===== config.mk =====
export PLATFORM = sky130hd
export DESIGN_NAME = tim_cc_channels
export DESIGN_NICKNAME = d
export VERILOG_FILES = /design/src/tim_cc_pkg.sv /design/src/tim_cc_channels.sv /design/src/tim_cc_sync.sv /design/src/tim_cc_counter.sv
export VERILOG_INCLUDE_DIRS = /design/src
export SDC_FILE = /design/constraint.sdc
export NUM_CORES = 1
export LEC_CHECK = 0
export BUFFER_PORTS_ARGS = -buffer_cell sky130_fd_sc_hd__buf_2
export CAP_MARGIN = 15
export CORE_MARGIN = 3
export CORE_UTILIZATION = 54
export DETAILED_ROUTE_END_ITERATION = 16
export PLACE_DENSITY = 0.79
export SLEW_MARGIN = 10
export SYNTH_ARGS = -nofsm -noshare
export SYNTH_HDL_FRONTEND = slang
export SYNTH_HIERARCHICAL = 1
export SYNTH_SLANG_ARGS = --single-unit
export TNS_END_PERCENT = 5

===== constraint.sdc =====
create_clock -name ref_clk -period 3.3 [get_ports ref_clk]
set_input_delay 0.66 -clock ref_clk [delete_from_list [all_inputs] [get_ports ref_clk]]
set_output_delay 0.66 -clock ref_clk [all_outputs]
set_load 0.02 [all_outputs]

===== src/tim_cc_map.svh =====
// Constant definitions for the timer capture/compare/PWM channel block.
`ifndef TIM_CC_MAP_SVH
`define TIM_CC_MAP_SVH

// ****************************************************************
// Widths and reset values
// ****************************************************************
`define CNT_W        16
`define CNT_ZERO     16'h0000
`define MOD_RESET    16'hFFFF
`define VAL_RESET    16'h0000
`define CNT_ONE      16'h0001

// ****************************************************************
// Mode select encodings (two-bit channel_mode_select field)
// ****************************************************************
`define MODE_CAPTURE 2'h0
`define MODE_UNBUF   2'h1
`define MODE_BUF     2'h2

// ****************************************************************
// Edge/level select encodings
// ****************************************************************
`define ELS_NONE     2'h0
`define ELS_RISE     2'h1
`define ELS_FALL     2'h2
`define ELS_BOTH     2'h3
`define ELS_TOGGLE   2'h1
`define ELS_CLEAR    2'h2
`define ELS_SET      2'h3

`endif


===== src/tim_cc_pkg.sv =====
// Package with the types shared by the timer channel block.
package tim_cc_pkg;

	// ****************************************************************
	// Per-channel configuration carried from the control ports
	// ****************************************************************
	typedef struct packed {
		logic [1:0] modeSel;     // Mode select: capture, unbuffered, buffered.
		logic [1:0] edgeSel;     // Capture edge or compare action.
		logic       toggleOnWrap; // Toggle the pin on counter wrap.
		logic       fullDuty;    // Force 100 percent duty with toggle.
		logic       intEnable;   // Channel interrupt enable.
	} chan_cfg_s;

	// ****************************************************************
	// Register write strobe with data for one channel value
	// ****************************************************************
	typedef struct packed {
		logic        wrEn;        // One-cycle write strobe.
		logic [15:0] wrData;      // Value written.
	} val_wr_s;

	// Buffered control owner.
	typedef enum logic {OWN_CH0, OWN_CH1} owner_e;

endpackage : tim_cc_pkg


===== src/tim_cc_channels.sv =====
// Two-channel capture, compare and PWM logic sharing one counter.
// ****************************************************************
// ****************************************************************
`timescale 1ns/1ps
`include "tim_cc_map.svh"
module tim_cc_channels
#(
	parameter int CW = `CNT_W
)
(
	input  wire logic                  ref_clk,
	input  wire logic                  rst,
	input  wire logic                  tick,
	input  wire logic                  counterStop,
	input  wire logic                  counterClear,
	input  wire logic [CW-1:0]         moduloVal,
	input  wire tim_cc_pkg::chan_cfg_s ch0Cfg,
	input  wire tim_cc_pkg::chan_cfg_s ch1Cfg,
	input  wire tim_cc_pkg::val_wr_s   ch0Wr,
	input  wire tim_cc_pkg::val_wr_s   ch1Wr,
	input  wire logic                  ch0FlagClr,
	input  wire logic                  ch1FlagClr,
	input  wire logic                  wrapFlagClr,
	input  wire logic                  ch0PinIn,
	input  wire logic                  ch1PinIn,
	output logic                       ch0PinOut,
	output logic                       ch0PinOe_n,
	output logic                       ch1PinOut,
	output logic                       ch1PinOe_n,
	output logic                       ch1PinReleased,
	output logic [CW-1:0]              ch0Value,
	output logic [CW-1:0]              ch1Value,
	output logic [CW-1:0]              counterValue,
	output logic                       ch0Flag,
	output logic                       ch1Flag,
	output logic                       wrapFlag,
	output logic                       ch0IntReq,
	output logic                       ch1IntReq,
	output logic                       bufOwnerCh1
);
	import tim_cc_pkg::*;

	// ****************************************************************
	// Shared counter
	// ****************************************************************
	logic [CW-1:0] count; // Live counter value.
	logic          wrap;  // One-cycle wrap event.

	// The single counter that every channel compares against.
	tim_cc_counter #(.CW(CW)) counterInst
	(
		.ref_clk      (ref_clk),
		.rst          (rst),
		.tick         (tick),
		.counterStop  (counterStop),
		.counterClear (counterClear),
		.moduloVal    (moduloVal),
		.count        (count),
		.wrap         (wrap)
	);

	// ****************************************************************
	// Pin synchronisers and per-channel wires
	// ****************************************************************
	chan_cfg_s     cfg     [2];  // Configuration per channel.
	val_wr_s       wr      [2];  // Value write per channel.
	logic [1:0]    pinIn;        // Raw pin inputs.
	logic [1:0]    pinRise;      // Synchronised rising edges.
	logic [1:0]    pinFall;      // Synchronised falling edges.
	logic [1:0]    flagClr;      // Flag clear strobes.
	logic [CW-1:0] valReg  [2];  // Channel value registers.
	logic [CW-1:0] valNext [2];  // Next channel values.
	logic [1:0]    flagReg;      // Sticky channel flags.
	logic [1:0]    flagNext;     // Next channel flags.
	logic [1:0]    pinReg;       // Channel pin output state.
	logic [1:0]    pinNext;      // Next pin output state.
	logic [1:0]    capEvent;     // Capture event this cycle.
	logic [1:0]    cmpEvent;     // Compare event this cycle.
	logic [1:0]    isOutput;     // Channel drives its pin.
	logic          linked;       // Channels 0 and 1 paired.
	logic          wrapFlagReg;  // Sticky wrap flag.
	logic [CW-1:0] cntReg;       // Registered counter copy.

	assign cfg[0]   = ch0Cfg;
	assign cfg[1]   = ch1Cfg;
	assign wr[0]    = ch0Wr;
	assign wr[1]    = ch1Wr;
	assign pinIn    = {ch1PinIn, ch0PinIn};
	assign flagClr  = {ch1FlagClr, ch0FlagClr};
	// Buffer link comes only from channel 0's mode field.
	assign linked   = (ch0Cfg.modeSel == `MODE_BUF);

	// ****************************************************************
	// Buffered ownership
	// ****************************************************************
	owner_e ownerReg;    // Set currently in control.
	owner_e ownerNext;   // Next owner.
	owner_e lastWrReg;   // Set written most recently.
	owner_e lastWrNext;  // Next last-written record.

	// Record the most recent write; channel 1 wins a tie.
	assign lastWrNext = wr[1].wrEn ? OWN_CH1 :
		(wr[0].wrEn ? OWN_CH0 : lastWrReg);
	// Ownership moves only at wrap while linked, and is held at channel 0 unlinked.
	assign ownerNext = !linked ? OWN_CH0 :
		(wrap ? lastWrNext : ownerReg);

	// Owner and last-write tracking.
	always_ff @(posedge ref_clk or posedge rst)
	begin
		if (rst)
		begin
			ownerReg  <= OWN_CH0;
			lastWrReg <= OWN_CH0;
		end
		else
		begin
			ownerReg  <= ownerNext;
			lastWrReg <= linked ? lastWrNext : OWN_CH0;
		end
	end

	// Value governing the linked compare.
	logic [CW-1:0] bufVal;
	assign bufVal = (ownerReg == OWN_CH1) ? valReg[1] : valReg[0];
	// Count this counter clock moves onto, so a pulse lasts value clocks.
	logic [CW-1:0] cntStep;
	assign cntStep = (count == moduloVal) ? CW'(`CNT_ZERO) :
		count + CW'(`CNT_ONE);

	// ****************************************************************
	// Per-channel logic
	// ****************************************************************
	genvar gi;
	generate
		for (gi = 0; gi < 2; gi++)
		begin : chanGen
			logic          edgeHit;    // Selected capture edge seen.
			logic          capMode;    // Channel is in capture mode.
			logic          cmpMode;    // Channel is in compare mode.
			logic [CW-1:0] cmpVal;     // Value being compared.
			logic          chanOff;    // Channel 1 unused while linked.
			logic          wrapToggle; // Pin toggles at wrap.
			logic          cmpAct;     // Pin value after compare.

			// Synchroniser for this channel's pin.
			tim_cc_sync syncInst
			(
				.ref_clk (ref_clk),
				.rst     (rst),
				.pinIn   (pinIn[gi]),
				.level   (),
				.rise    (pinRise[gi]),
				.fall    (pinFall[gi])
			);

			assign chanOff = (gi == 1) && linked;
			assign capMode = !chanOff &&
				(cfg[gi].modeSel == `MODE_CAPTURE);
			assign cmpMode = !chanOff && !capMode;
			// Edge selection per channel.
			assign edgeHit =
				((cfg[gi].edgeSel == `ELS_RISE) && pinRise[gi]) ||
				((cfg[gi].edgeSel == `ELS_FALL) && pinFall[gi]) ||
				((cfg[gi].edgeSel == `ELS_BOTH) &&
				 (pinRise[gi] || pinFall[gi]));
			assign capEvent[gi] = capMode && edgeHit;
			// Channel 0 compares the buffered set when linked.
			assign cmpVal = ((gi == 0) && linked) ? bufVal : valReg[gi];
			// Match checked once per counter clock on equality.
			assign cmpEvent[gi] = cmpMode && tick && !counterStop &&
				(cntStep == cmpVal);
			assign isOutput[gi] = cmpMode &&
				(cfg[gi].edgeSel != `ELS_NONE);
			assign wrapToggle = wrap && cfg[gi].toggleOnWrap;

			// Compare action; full duty with wrap toggle suppresses the compare.
			assign cmpAct =
				(cfg[gi].edgeSel == `ELS_TOGGLE) ? ~pinReg[gi] :
				(cfg[gi].edgeSel == `ELS_SET)    ? 1'b1 : 1'b0;

			// Next pin state from wrap toggles and compares.
			always_comb
			begin
				pinNext[gi] = pinReg[gi];
				if (!isOutput[gi])
					pinNext[gi] = pinReg[gi];
				else if (cfg[gi].fullDuty && cfg[gi].toggleOnWrap)
					pinNext[gi] = (cfg[gi].edgeSel == `ELS_CLEAR);
				else if (cmpEvent[gi] && !(wrapToggle &&
					cfg[gi].edgeSel == `ELS_TOGGLE))
					pinNext[gi] = cmpAct;
				else if (wrapToggle)
					pinNext[gi] = ~pinReg[gi];
			end

			// Capture overwrites a write in the same cycle.
			assign valNext[gi] = capEvent[gi] ? count :
				(wr[gi].wrEn ? wr[gi].wrData : valReg[gi]);
			// Sticky flag; a new event beats a clear.
			assign flagNext[gi] = (capEvent[gi] || cmpEvent[gi]) ? 1'b1 :
				(flagClr[gi] ? 1'b0 : flagReg[gi]);

			// Channel storage.
			always_ff @(posedge ref_clk or posedge rst)
			begin
				if (rst)
				begin
					valReg[gi]  <= `VAL_RESET;
					flagReg[gi] <= 1'b0;
					pinReg[gi]  <= 1'b0;
				end
				else
				begin
					valReg[gi]  <= valNext[gi];
					flagReg[gi] <= flagNext[gi];
					pinReg[gi]  <= pinNext[gi];
				end
			end
		end
	endgenerate

	// ****************************************************************
	// Wrap flag and registered outputs
	// ****************************************************************
	// Sticky wrap flag with set winning over clear.
	always_ff @(posedge ref_clk or posedge rst)
	begin
		if (rst)
			wrapFlagReg <= 1'b0;
		else if (wrap)
			wrapFlagReg <= 1'b1;
		else if (wrapFlagClr)
			wrapFlagReg <= 1'b0;
	end

	// Counter copy so the output comes from a flip-flop.
	always_ff @(posedge ref_clk or posedge rst)
	begin
		if (rst)
			cntReg <= `CNT_ZERO;
		else
			cntReg <= count;
	end

	// Output enables, active low while driving.
	logic [1:0] oeNReg; // Registered active-low enables.
	logic       relReg; // Registered pin 1 release.
	always_ff @(posedge ref_clk or posedge rst)
	begin
		if (rst)
		begin
			oeNReg <= 2'h3;
			relReg <= 1'b0;
		end
		else
		begin
			oeNReg <= ~isOutput;
			relReg <= linked;
		end
	end

	assign ch0PinOut      = pinReg[0];
	assign ch1PinOut      = pinReg[1];
	assign ch0PinOe_n     = oeNReg[0];
	assign ch1PinOe_n     = oeNReg[1];
	assign ch1PinReleased = relReg;
	assign ch0Value       = valReg[0];
	assign ch1Value       = valReg[1];
	assign counterValue   = cntReg;
	assign ch0Flag        = flagReg[0];
	assign ch1Flag        = flagReg[1];
	assign wrapFlag       = wrapFlagReg;
	// Requests are the flags ANDed with enables inside the flops' path.
	logic [1:0] irqReg; // Registered interrupt requests.
	always_ff @(posedge ref_clk or posedge rst)
	begin
		if (rst)
			irqReg <= 2'h0;
		else
			irqReg <= flagNext & {cfg[1].intEnable & ~linked,
				cfg[0].intEnable};
	end
	assign ch0IntReq   = irqReg[0];
	assign ch1IntReq   = irqReg[1];
	assign bufOwnerCh1 = (ownerReg == OWN_CH1);

endmodule : tim_cc_channels


===== src/tim_cc_sync.sv =====
// Two-flip-flop synchroniser with edge detection after the second stage.
`timescale 1ns/1ps
module tim_cc_sync
(
	input  wire logic ref_clk,
	input  wire logic rst,
	input  wire logic pinIn,
	output logic      level,
	output logic      rise,
	output logic      fall
);

	// ****************************************************************
	// Synchroniser stages
	// ****************************************************************
	logic stage1Reg; // First stage, read only by the second.
	logic stage2Reg; // Second stage, safe to use.
	logic stage3Reg; // Delayed copy for edge detection.

	// Shift the pin through three flip-flops.
	always_ff @(posedge ref_clk or posedge rst)
	begin
		if (rst)
		begin
			stage1Reg <= 1'b0;
			stage2Reg <= 1'b0;
			stage3Reg <= 1'b0;
		end
		else
		begin
			stage1Reg <= pinIn;
			stage2Reg <= stage1Reg;
			stage3Reg <= stage2Reg;
		end
	end

	// Edges are seen between the second and third stages.
	assign level = stage2Reg;
	assign rise  = stage2Reg & ~stage3Reg;
	assign fall  = ~stage2Reg & stage3Reg;

endmodule : tim_cc_sync


===== src/tim_cc_counter.sv =====
// Shared 16-bit counter with modulo wrap and a tick enable.
`timescale 1ns/1ps
`include "tim_cc_map.svh"
module tim_cc_counter
#(
	parameter int CW = `CNT_W
)
(
	input  wire logic          ref_clk,
	input  wire logic          rst,
	input  wire logic          tick,
	input  wire logic          counterStop,
	input  wire logic          counterClear,
	input  wire logic [CW-1:0] moduloVal,
	output logic      [CW-1:0] count,
	output logic               wrap
);

	// ****************************************************************
	// Counter
	// ****************************************************************
	logic [CW-1:0] countReg;  // Current count.
	logic          atModulo;  // Count equals the modulo value.
	logic          advance;   // Count advances this cycle.

	assign atModulo = (countReg == moduloVal);
	assign advance  = tick & ~counterStop;
	// Wrap fires on the counter clock that leaves the modulo value.
	assign wrap     = advance & atModulo;
	assign count    = countReg;

	// Count up, returning to zero after the modulo value.
	always_ff @(posedge ref_clk or posedge rst)
	begin
		if (rst)
			countReg <= `CNT_ZERO;
		else if (counterClear)
			countReg <= `CNT_ZERO;
		else if (wrap)
			countReg <= `CNT_ZERO;
		else if (advance)
			countReg <= countReg + CW'(`CNT_ONE);
	end

endmodule : tim_cc_counter


# After elaboration in Yosys (flattened, before gate mapping)
# Cells that the tools add are included.
[classes]
addsub = 1
eq_ne = 11
muxes = 31
bitwise_logic = 17
reduce_logical = 52
[op_table]
columns = ["operator", "n"]
rows = [
  ["$mux 16", 10],
  ["$eq 16x16->1", 3],
  ["$logic_and 1x1->1", 26],
  ["$mux 1", 21],
  ["$add 16x1->16 const B", 1],
  ["$eq 2x2->1 const B", 5],
  ["$reduce_bool 2->1", 5],
  ["$reduce_bool 3->1", 3],
  ["$logic_or 1x1->1", 8],
  ["$not 1->1", 8],
  ["$and 1x1->1", 7],
  ["$logic_not 1->1", 6],
  ["$eq 2x1->1 const B", 2],
  ["$logic_not 2->1", 2],
  ["$reduce_and 2->1", 2],
  ["$and 2x2->2", 1],
  ["$ne 2x2->1 const B", 1],
  ["$not 2->2", 1],
]
[word_totals]
register_bits = 82
output_inout_bits = 59
elab_cells = 132

# Logic depth before layout (Yosys ltp)
# Gate-level depths: netlist of run 1.
[depth]
ltp_word = 11
mapped_depth = 12
mapped_depth_nobuf = 10

# By module
# Netlist of run 1, hierarchy kept.
[modules_own_cells]
columns = ["module", "instances", "cells_each", "area_each_um2"]
rows = [
  ["tim_cc_channels", 1, 451, 4121.5],
  ["tim_cc_counter", 1, 101, 972.2],
  ["tim_cc_sync", 2, 6, 93.8],
]

# Worst setup path before layout of run 1
# Ideal clock, no wire load.
[synth_timing]
kind = "in2reg"
from = "input port moduloVal[1]"
to = "register irqReg[1]"
setup_time_ps = 66
arrival_time_ps = 2811
t_required_ps = 3234
path_slack_ps = 423
path_stages = 10
path_buffers = 1
cell_sequence = "xor2_1 -> nor4_1 -> and4_1 -> buf_2 -> o21ai_0 -> a2111oi_1 -> o2111ai_1 -> a2111oi_2 -> or2_1 -> and3b_1"
[synth_via]
elab_chain_len = 7
[synth_rtl]
columns = ["element", "line_no", "rtl"]
rows = [
  ["start, declared", "tim_cc_channels.sv:16", "input wire logic [CW-1:0] moduloVal,"],
  ["$eq 16x16->1", "tim_cc_channels.sv:128", "assign cntStep = (count == moduloVal) ? CW'(`CNT_ZERO) :"],
  ["$mux 16", "tim_cc_channels.sv:128", ""],
  ["$eq 16x16->1", "tim_cc_channels.sv:172", "(cntStep == cmpVal);"],
  ["$logic_and 1x1->1", "tim_cc_channels.sv:171", "assign cmpEvent[gi] = cmpMode && tick && !counterStop &&"],
  ["$logic_or 1x1->1", "tim_cc_channels.sv:201", "assign flagNext[gi] = (capEvent[gi] || cmpEvent[gi]) ? 1'b1 :"],
  ["$mux 1", "tim_cc_channels.sv:201", ""],
  ["net flagNext[1]", "tim_cc_channels.sv:74", "logic [1:0] flagNext;"],
  ["$and 2x2->2", "tim_cc_channels.sv:281", "irqReg <= flagNext & {cfg[1].intEnable & ~linked,"],
  ["end signal, assigned", "tim_cc_channels.sv:281", ""],
  ["end, declared", "tim_cc_channels.sv:275", "logic [1:0] irqReg;"],
]
# The timed path passes the listed nets, and every way through them passes these cells.
# A chain may end at the register's enable or synchronous reset.

# Final worst setup path of run 1
[layout_timing]
from = "register counterInst.countReg[0], in the netlist counterInst/count[0]"
to = "register irqReg[1]"
[layout_via]
elab_chain_len = 7
[layout_rtl]
columns = ["element", "line_no", "rtl"]
rows = [
  ["start, declared", "tim_cc_counter.sv:22", "logic [CW-1:0] countReg;"],
  ["start signal, assigned", "tim_cc_counter.sv:36", "countReg <= `CNT_ZERO;"],
  ["start signal, assigned", "tim_cc_counter.sv:38", "countReg <= `CNT_ZERO;"],
  ["start signal, assigned", "tim_cc_counter.sv:40", "countReg <= `CNT_ZERO;"],
  ["$add 16x1->16 or $eq 16x16->1 (tied branches)", "tim_cc_channels.sv:129, tim_cc_channels.sv:128", ""],
  ["$mux 16 (*)", "tim_cc_channels.sv:128", ""],
  ["$eq 16x16->1 (*)", "tim_cc_channels.sv:172", ""],
  ["$logic_and 1x1->1 (*)", "tim_cc_channels.sv:171", ""],
  ["$logic_or 1x1->1 (*)", "tim_cc_channels.sv:201", ""],
  ["$mux 1 (*)", "tim_cc_channels.sv:201", ""],
  ["net flagNext[1]", "tim_cc_channels.sv:74", ""],
  ["$and 2x2->2 (*)", "tim_cc_channels.sv:281", ""],
]
# Mark *: on every way through the listed nets, which the timed path passes. The rest lies on a longest branch.

==> results.toml, run 1 <==
[die]
start_util_pct = 56.4
rows = 35
die_h_um = 105
dieWidth_um = 105
dieArea_um2 = 11000
core_um2 = 9370
pin_count = 133

[sta]
fin_ws_ps = 245
hold_viol = 0
period_share_pct = 92.6
setup_tns_ps = 0
maxSlewHeadroom_pct = 60.0
setup_violations = 0
worst_slew_pin_slew_ps = 599
fmax_mhz = 327
skew_ps = 15.5
maxSlewViolCount = 0
rsz0062_at_grt = "false"
period_needed_ps = 3060

[pwr]
finalPower_w = 0.00249
p_per_area_nw_per_um2 = 384
power.leakage_nw = 3.27
peakVddDrop_mv = 0.311

[clocking]
clk_pin_slew_worst_paths_ps = 90
numCtsBuffers = 9
post_cts_buffers = 0
post_cts_resized = 0
root_buffer = "clkbuf_8"
cts.sink_count = 82
tritoncts = "yes"
h-tree-depth = 3
clock_latency_ps = 350
cts_buffer_depth = 2
cts_hold_buf = 0

[cells_and_area]
syn_to_final_growth_pct = 22.7
final_common_cell = "buf_2"
stdcell_area_um2 = 6480
instances_no_fill = 846
fill_cells = 801
antennaDiodeCount = 0
nets = 788
layout_common_cells = "132 x buf_2, 78 x dfrtp_1, 53 x xor2_1, 49 x nor2_1, 47 x mux2i_1"
drive_above_1_share_pct = 28.7

[global_routing]
grt_pass1_vias = 4912
grt_max_degree = 34
grt_overflow = 0
grtUsageTotal_pct = 27.8
antenna_found_initial = 2
grt_pass1_wl_mm = 24.8

[setup_path]
worstPathArrival_ps = 3350
startpoint_type = "flop"
crit_fanout = 26
regToRegEndpoint = "irqReg[1]$_DFF_PP0_"
cp.required_ps = 3590
crit_end = "irqReg[1]$_DFF_PP0_"
reg2regPathDepth = 11
crit_chain = "buf_4 -> xor2_1 -> nor4_1 -> and4_1 -> buf_12 -> a31oi_1 -> o32ai_1 -> o2111ai_1 -> a2111oi_4 -> or2_1 -> and3b_1"
worst-path-buf-inv = 2
r2r_slack_ps = 240
rr_startpoint = "counterInst/count[0]$_DFFE_PP0P_"
cpMaxStageDelayCell = "a2111oi_4"
critical_path.top_delay_family = "simple AND/OR/NAND/NOR gates"
cp-end-kind = "flop"
crit_type = "flop to flop"
path_depth = 11
worst_path_largest_cell_delay_ps = 450
cp-startpoint = "counterInst/count[0]$_DFFE_PP0P_"

[route]
post_drt_wl_per_cell_um = 18.0
ant_nets = 0
detail_route.wirelength_mm = 15.2
drtIter0Drc = 371
num_vias = 4929
drt_drc_violations_left = 0
dr.pass1.iters = 5
viasPerCell = 5.83

[logic_synthesis]
synth_seq_cells = 82
yosys_warnings = 6
yosysSeqAreaShare_pct = 38.9
synth_flop_cell = "dfrtp_1"
async_flop_share_pct = 100
synth_fp_nets = 640
ys_types = 72
netlist_area_um2 = 5280
avgSynthCellArea_um2 = 9.36
synthCells = 564
synth_edf_count = 0

[outcome]
status = "finished clean"

[placed_design]
portBuffers = 132
dp_hpwl_mm = 11.7
gp_congestion = 0.932
pre_cts_slack_ps = -8.26
placed_cell_area_um2 = 6250
dp_cells = 830

[flow_run]
maxCapViolations = 0

[min_path]
hp-class = "primary input to asynchronous set/reset pin"
layout make-up:
class | instances | area, µm² | area share [%]
Multi-Input combinational cell | 436 | 3040 | 46.8
Clock inverter | 5 | 87.6 | 1.35
Inverter | 16 | 60.1 | 0.926
Timing Repair Buffer | 167 | 948 | 14.6
Clock buffer | 11 | 131 | 2.03
Sequential cell | 82 | 2060 | 31.7
Tap cell | 129 | 161 | 2.49
synth_stat cells (all sizes together) (5+ instances only):
library cell | instances | share of area, %
dfrtp | 80 | 38
xor2 | 53 | 8.8
nor2 | 49 | 3.5
mux2i | 47 | 8.9
nand2 | 43 | 3.1
a21oi | 36 | 3.4
o21ai | 30 | 2.8
xnor2 | 21 | 3.5
buf | 20 | 2.1
nand3 | 17 | 1.6
nor4 | 17 | 2.7
inv | 16 | 1.1
nor3 | 14 | 1.4
nand4 | 12 | 2.1
clkbuf | 10 | 0.71
nor2b | 9 | 1.1
a31oi | 8 | 0.95
nand2b | 6 | 0.71
and3 | 5 | 0.64
nor3b | 5 | 0.81
o21a | 5 | 0.71
kinds of logic (layout without fill, tap and decap cells):
family / Yosys count / count (layout) / synth area share [%]
simple gates: 200 / 200 / 21.3
buf+inv: 46 / 199 / 3.93
flops: 82 / 82 / 38.9
mux: 48 / 48 / 9.33
compound gates: 111 / 111 / 13.4
xor+xnor: 75 / 75 / 12.7
fa+ha+maj: 2 / 2 / 0.474
metrics by stage:
step                hold WS (ps)  utilization, %
finish                       194            69.2
global route                 198            69.2
CTS                          192            69.0
detailed placement           342            66.7
global placement             332            66.7
floorplan                    331               -
worst min path at each step:
stage | cells past startpoint | to | slack [ps]
after floorplan | 0 | chanGen[0].syncInst/level$_DFF_PP0_ | 330
after global placement | 0 | chanGen[0].syncInst/level$_DFF_PP0_ | 330
after detailed placement | 0 | chanGen[0].syncInst/level$_DFF_PP0_ | 340
after CTS | 2 | chanGen[1].syncInst/stage1Reg$_DFF_PP0_ | 190
after global routing | 2 | chanGen[1].syncInst/stage1Reg$_DFF_PP0_ | 200
final | 2 | chanGen[1].syncInst/stage1Reg$_DFF_PP0_ | 190
worst register-to-register path, delay by kind of cell, from the launching register on:
kind	cells	cell delay, ps
buffers and inverters	2	410
AND/OR/NAND/NOR	4	1050
XOR/XNOR	1	160
flip-flops	1	390
AO/OA/AOI/OAI	4	980
per-layer routing:
layer  GRT usage [%]  up-vias  part of all wire (%)
met5               0        -                  0.11
met4            8.25        4                   2.2
met3            4.94       34                   7.5
met2            47.3      216                    50
met1            36.3     2363                    41
li1                -     2312                     -
where the power goes:
part	switching, W	total (W)	internal [W]
logic	0.000290	0.000498	0.000208
registers	0.0000929	0.00116	0.00107
clock network	0.000393	0.000827	0.000434
sequential cells by signal, indices dropped and copies added, names as in the netlist, 2 cells and up:
register and cells:
ch0Value 16, ch1Value 16, counterInst/count 16, counterValue 16, chanGen.syncInst/level 2, chanGen.syncInst/stage1Reg 2
chanGen.syncInst/stage3Reg 2, irqReg 2, oeNReg 2
No activity file was read; power rests on OpenSTA's default activity.
==> run 2: changes to the inputs <==
==> constraint.sdc (replaced) <==
create_clock -name ref_clk -period 3.3 [get_ports ref_clk]
set_input_delay 0.33 -clock ref_clk [delete_from_list [all_inputs] [get_ports ref_clk]]
set_output_delay 0.33 -clock ref_clk [all_outputs]
set_load 0.02 [all_outputs]
==> run 2 against run 1 <==
- critical endpoint is now ch0PinOut$_DFFE_PP0P_
- worst hold slack worse by 120 ps
- fmax is 2.1% lower
- via count hardly changed
- largest cell class unchanged
- sequential cell count stayed put
- highest routed layer is now met4
==> results.toml, run 2 (synthesis gave the netlist of run 1 again) <==
[outcome]
status = "finished clean"

[min_path]
hp-class = "primary input to flop"

[sta]
rsz0062_at_grt = "false"
worst_slew_pin_slew_ps = 898
maxSlewViolCount = 0
skew_ps = 18.7
setup_violations = 0
period_needed_ps = 3120
setup_tns_ps = 0
maxSlewHeadroom_pct = 39.8
period_share_pct = 94.6
fmax_mhz = 320
hold_viol = 0

[clocking]
numCtsBuffers = 9
cts_buffer_depth = 2
clk_pin_slew_worst_paths_ps = 100
root_buffer = "clkbuf_8"
post_cts_buffers = 0
clock_latency_ps = 360
h-tree-depth = 3
cts.sink_count = 82
tritoncts = "yes"

[setup_path]
worst_path_largest_cell_delay_ps = 500
crit_fanout = 11
critical_path.top_delay_family = "simple AND/OR/NAND/NOR gates"
worstPathArrival_ps = 3410
cp-end-kind = "flop"
cpMaxStageDelayCell = "or4_1"
cp.required_ps = 3590
crit_chain = "buf_4 -> nand4_4 -> nor4_4 -> xnor2_1 -> xor2_1 -> or4_1 -> a32oi_2 -> nand4b_4 -> a2111oi_2 -> nand4b_1"
startpoint_type = "flop"
crit_type = "flop to flop"
worst-path-buf-inv = 1

[global_routing]
grtUsageTotal_pct = 28.0
grt_pass1_wl_mm = 24.8
grt_pass1_vias = 4853
grt_max_degree = 34
antenna_found_initial = 0
grt_overflow = 0

[placed_design]
gp_congestion = 0.937
dp_hpwl_mm = 11.7
portBuffers = 132
placed_cell_area_um2 = 6180

[cells_and_area]
final_common_cell = "buf_2"
drive_above_1_share_pct = 29.4
layout_common_cells = "132 x buf_2, 77 x dfrtp_1, 52 x xor2_1, 49 x nor2_1, 47 x mux2i_1"
syn_to_final_growth_pct = 22.1
nets = 783
antennaDiodeCount = 0
stdcell_area_um2 = 6450

[route]
detail_route.wirelength_mm = 15.3
drtIter0Drc = 353
dr.pass1.iters = 5
viasPerCell = 5.86
post_drt_wl_per_cell_um = 18.2
ant_nets = 0
num_vias = 4932
drt_drc_violations_left = 0

[die]
dieWidth_um = 105
start_util_pct = 56.4
pin_count = 133
rows = 35
dieArea_um2 = 11000
core_um2 = 9370
die_h_um = 105

[pwr]
peakVddDrop_mv = 0.197
p_per_area_nw_per_um2 = 373
finalPower_w = 0.00241
power.leakage_nw = 3.25

[flow_run]
maxCapViolations = 0
run 2: per-layer routing:
metal / vias to the layer above / global-route usage (%) / share of wire, %
li1: 2301 / - / -
met1: 2390 / 38.5 / 43
met2: 212 / 46.0 / 48
met3: 29 / 4.39 / 6.8
met4: 0 / 7.87 / 2.0
met5: - / 0 / 0
run 2: what timing repair did:
action | 4_1_cts | 5_1_grt
hold buffers | 1 | 0
gates resized for setup | 0 | 12
setup endpoints to repair | 0 | 4
endpoints found under the hold margin | 19 | 0
run 2: final cells by class:
type                            instances  area [µm²]
Inverter                               16        60.1
Sequential cell                        82        2060
Multi-Input combinational cell        436        3080
Tap cell                              129         161
Fill cell                             799        2920
Clock buffer                           11         151
Clock inverter                          5        45.0
Timing Repair Buffer                  162         888
run 2: worst register-to-register path, delay by kind of cell, from the launching register on:
family | cells | cell delay [ps]
compound gates | 2 | 600
buf+inv | 1 | 260
simple gates | 5 | 1380
xor+xnor | 2 | 410
flops | 1 | 390
run 2: where the power goes:
group	switching [W]	internal, W	leakage, nW
clock	0.000415	0.000326	0.0981
combinational	0.000291	0.000209	2.11
sequential	0.0000939	0.00107	1.04
total	0.000800	0.00160	3.25
run 2: metrics by stage:
step / cells / setup WS, ps / hold slack, ps / util (%)
final: 841 / 179 / 74.2 / 68.8
after global routing: 841 / 10.4 / 54.4 / 68.8
after CTS: 841 / 60.8 / 60.2 / 68.1
after detailed placement: 824 / 72.3 / 249 / 65.9
after global placement: 824 / 190 / 234 / 65.9
after floorplan: 564 / 441 / 83.6 / -
run 2: path summary, 6_finish.rpt:
| kind | slack [ps] | startpoint | cells after the start | endpoint |
|---|---|---|---|---|
| min | 70 | ch1PinIn | 1 | chanGen[1].syncInst/stage1Reg$_DFF_PP0_ |
| max reg2reg | 180 | counterInst/count[7]$_DFFE_PP0P_ | 10 | ch0PinOut$_DFFE_PP0P_ |
| min reg2reg | 360 | chanGen[0].syncInst/stage1Reg$_DFF_PP0_ | 0 | chanGen[0].syncInst/level$_DFF_PP0_ |
| max | 180 | counterInst/count[7]$_DFFE_PP0P_ | 10 | ch0PinOut$_DFFE_PP0P_ |
| max in group asynchronous | 2090 | rst | 4 | oeNReg[0]$_DFF_PP1_ |
| min in group asynchronous | 430 | rst | 3 | chanGen[1].syncInst/stage1Reg$_DFF_PP0_ |
==> run 3: changes to the inputs <==
--- a/config.mk
+++ b/config.mk
@@ -8,10 +8,12 @@
 export LEC_CHECK = 0
 export BUFFER_PORTS_ARGS = -buffer_cell sky130_fd_sc_hd__buf_2
 export CAP_MARGIN = 15
+export CELL_PAD_IN_SITES_DETAIL_PLACEMENT = 1
+export CELL_PAD_IN_SITES_GLOBAL_PLACEMENT = 1
 export CORE_MARGIN = 3
-export CORE_UTILIZATION = 54
+export CORE_UTILIZATION = 41
 export DETAILED_ROUTE_END_ITERATION = 16
-export PLACE_DENSITY = 0.79
+export PLACE_DENSITY = 0.8
 export SLEW_MARGIN = 10
 export SYNTH_ARGS = -nofsm -noshare
 export SYNTH_HDL_FRONTEND = slang
==> run 3 against run 2 <==
- via count is 0.71% higher
- combinational power up 3%
- fmax grew 1.2%
- register-to-register slack gained 40 ps
- clock skew shrank 9.7 ps
- non-clock buffer count decreased by 1
- clock power rose by 44%
- global-route usage is 3.2 points lower
- total power increased by 14%
- final cell count increased by 4.5%
- critical path type unchanged
==> results.toml, run 3 (synthesis gave the netlist of run 1 again) <==
[die]
core_um2 = 12300
dieArea_um2 = 14300
die_h_um = 119
rows = 40
start_util_pct = 42.9
pin_count = 133
dieWidth_um = 119

[route]
num_vias = 4967
drt_drc_violations_left = 0
post_drt_wl_per_cell_um = 20.3
detail_route.wirelength_mm = 17.9
dr.pass1.iters = 5
ant_nets = 0
viasPerCell = 5.65
drtIter0Drc = 283

[clocking]
clk_pin_slew_worst_paths_ps = 60
tritoncts = "yes"
h-tree-depth = 3
clock_latency_ps = 340
post_cts_buffers = 0
cts_buffer_depth = 2
root_buffer = "clkbuf_16"
cts.sink_count = 82
numCtsBuffers = 9

[cells_and_area]
drive_above_1_share_pct = 29.4
antennaDiodeCount = 0
final_common_cell = "buf_2"
layout_common_cells = "132 x buf_2, 77 x dfrtp_1, 51 x xor2_1, 49 x nor2_1, 47 x mux2i_1"
nets = 782
syn_to_final_growth_pct = 25.4
instances_no_fill = 879
finish.utilization_pct = 53.8

[placed_design]
pre_cts_slack_ps = -17.4
portBuffers = 132
gp_congestion = 0.859
dp_hpwl_mm = 13.4
dp_cells = 862

[sta]
period_share_pct = 93.4
maxSlewHeadroom_pct = 48.2
fmax_mhz = 324
rsz0062_at_grt = "false"
worst_slew_pin_slew_ps = 773
period_needed_ps = 3080
skew_ps = 8.99
hold_viol = 0
fin_ws_ps = 217
setup_violations = 0
maxSlewViolCount = 0

[setup_path]
worst_path_largest_cell_delay_ps = 490
regToRegEndpoint = "ch0PinOut$_DFFE_PP0P_"
crit_chain = "nand4_4 -> nor4_4 -> xnor2_2 -> xor2_1 -> or4_1 -> a32oi_1 -> nand4b_2 -> a2111oi_2 -> nand4b_1"
reg2regPathDepth = 9
worst-path-buf-inv = 0
path_depth = 9
cp-end-kind = "flop"
r2r_slack_ps = 220
worstPathArrival_ps = 3360
critical_path.top_delay_family = "simple AND/OR/NAND/NOR gates"
cp.required_ps = 3580
rr_startpoint = "counterInst/count[3]$_DFFE_PP0P_"
crit_type = "flop to flop"
startpoint_type = "flop"
cpMaxStageDelayCell = "dfrtp_2"
crit_fanout = 12

[outcome]
status = "finished clean"

[min_path]
worstHoldEndpoint = "chanGen[0].syncInst/stage1Reg$_DFF_PP0_"
min_from = "ch0PinIn"
min_path_cells = 1
hp-class = "primary input to flop"

[global_routing]
grtUsageTotal_pct = 24.8
antenna_found_initial = 0
grt_pass1_wl_mm = 28.0
grt_overflow = 0
grt_max_degree = 34
grt_pass1_vias = 5226

[pwr]
finalPower_w = 0.00275
p_per_area_nw_per_um2 = 415
peakVddDrop_mv = 0.195
power.leakage_nw = 3.28

[flow_run]
maxCapViolations = 0
-- run 3: cell count changes in the layout (fill, tap and decap cells not counted), moves of 2 or more --
cell	previous run	this run
buf_4	29	27
clkbuf_16	0	9
clkbuf_8	11	2
nor4_2	1	4
nor4_1	13	11
-- run 3: worst max-delay path by stage --
stage / from / to
floorplan: counterInst/count[1]$_DFFE_PP0P_ / irqReg[1]$_DFF_PP0_
global placement: moduloVal[8] / irqReg[1]$_DFF_PP0_
detailed placement: counterInst/count[3]$_DFFE_PP0P_ / ch1PinOut$_DFFE_PP0P_
global route: counterInst/count[3]$_DFFE_PP0P_ / ch0PinOut$_DFFE_PP0P_
CTS: counterInst/count[1]$_DFFE_PP0P_ / irqReg[1]$_DFF_PP0_
finish: counterInst/count[3]$_DFFE_PP0P_ / ch0PinOut$_DFFE_PP0P_
-- run 3: where the power goes --
| part | leakage [nW] | internal (W) | switching, W |
|---|---|---|---|
| Combinational | 2.09 | 0.000209 | 0.000305 |
| Clock | 0.155 | 0.000636 | 0.000430 |
| Sequential | 1.04 | 0.00107 | 0.0000972 |
-- run 3: final cells by class --
type	instances	area, µm²
clock inverter	4	58.8
sequential	82	2060
timing repair buffer	161	893
inverter	16	60.1
clock buffer	12	256
multi-input combinational	436	3090
tap	168	210
fill	1501	5690
-- run 3: what timing repair did --
action,CTS,global route
endpoints found under the setup margin,2,4
hold buffers,1,0
gates cloned,0,0
pin swaps,0,1
hold endpoints to repair,6,0
resized for setup,1,11
-- run 3: routing by layer --
layer / GRT usage [%] / part of all wire (%)
met1: 32.3 / 43
met2: 42.2 / 50
met3: 4.01 / 4.9
met4: 8.09 / 1.9
met5: 0 / 0
-- run 3: per-stage QoR --
step                      cell area [µm²]  hold slack (ps)  TNS, ps
after floorplan                      5280             83.6        0
after detailed placement             6230              238    -21.6
after global routing                 6620             75.8        0
final                                6620             89.4        0
after global placement               6230              234        0
after CTS                            6570             79.0        0
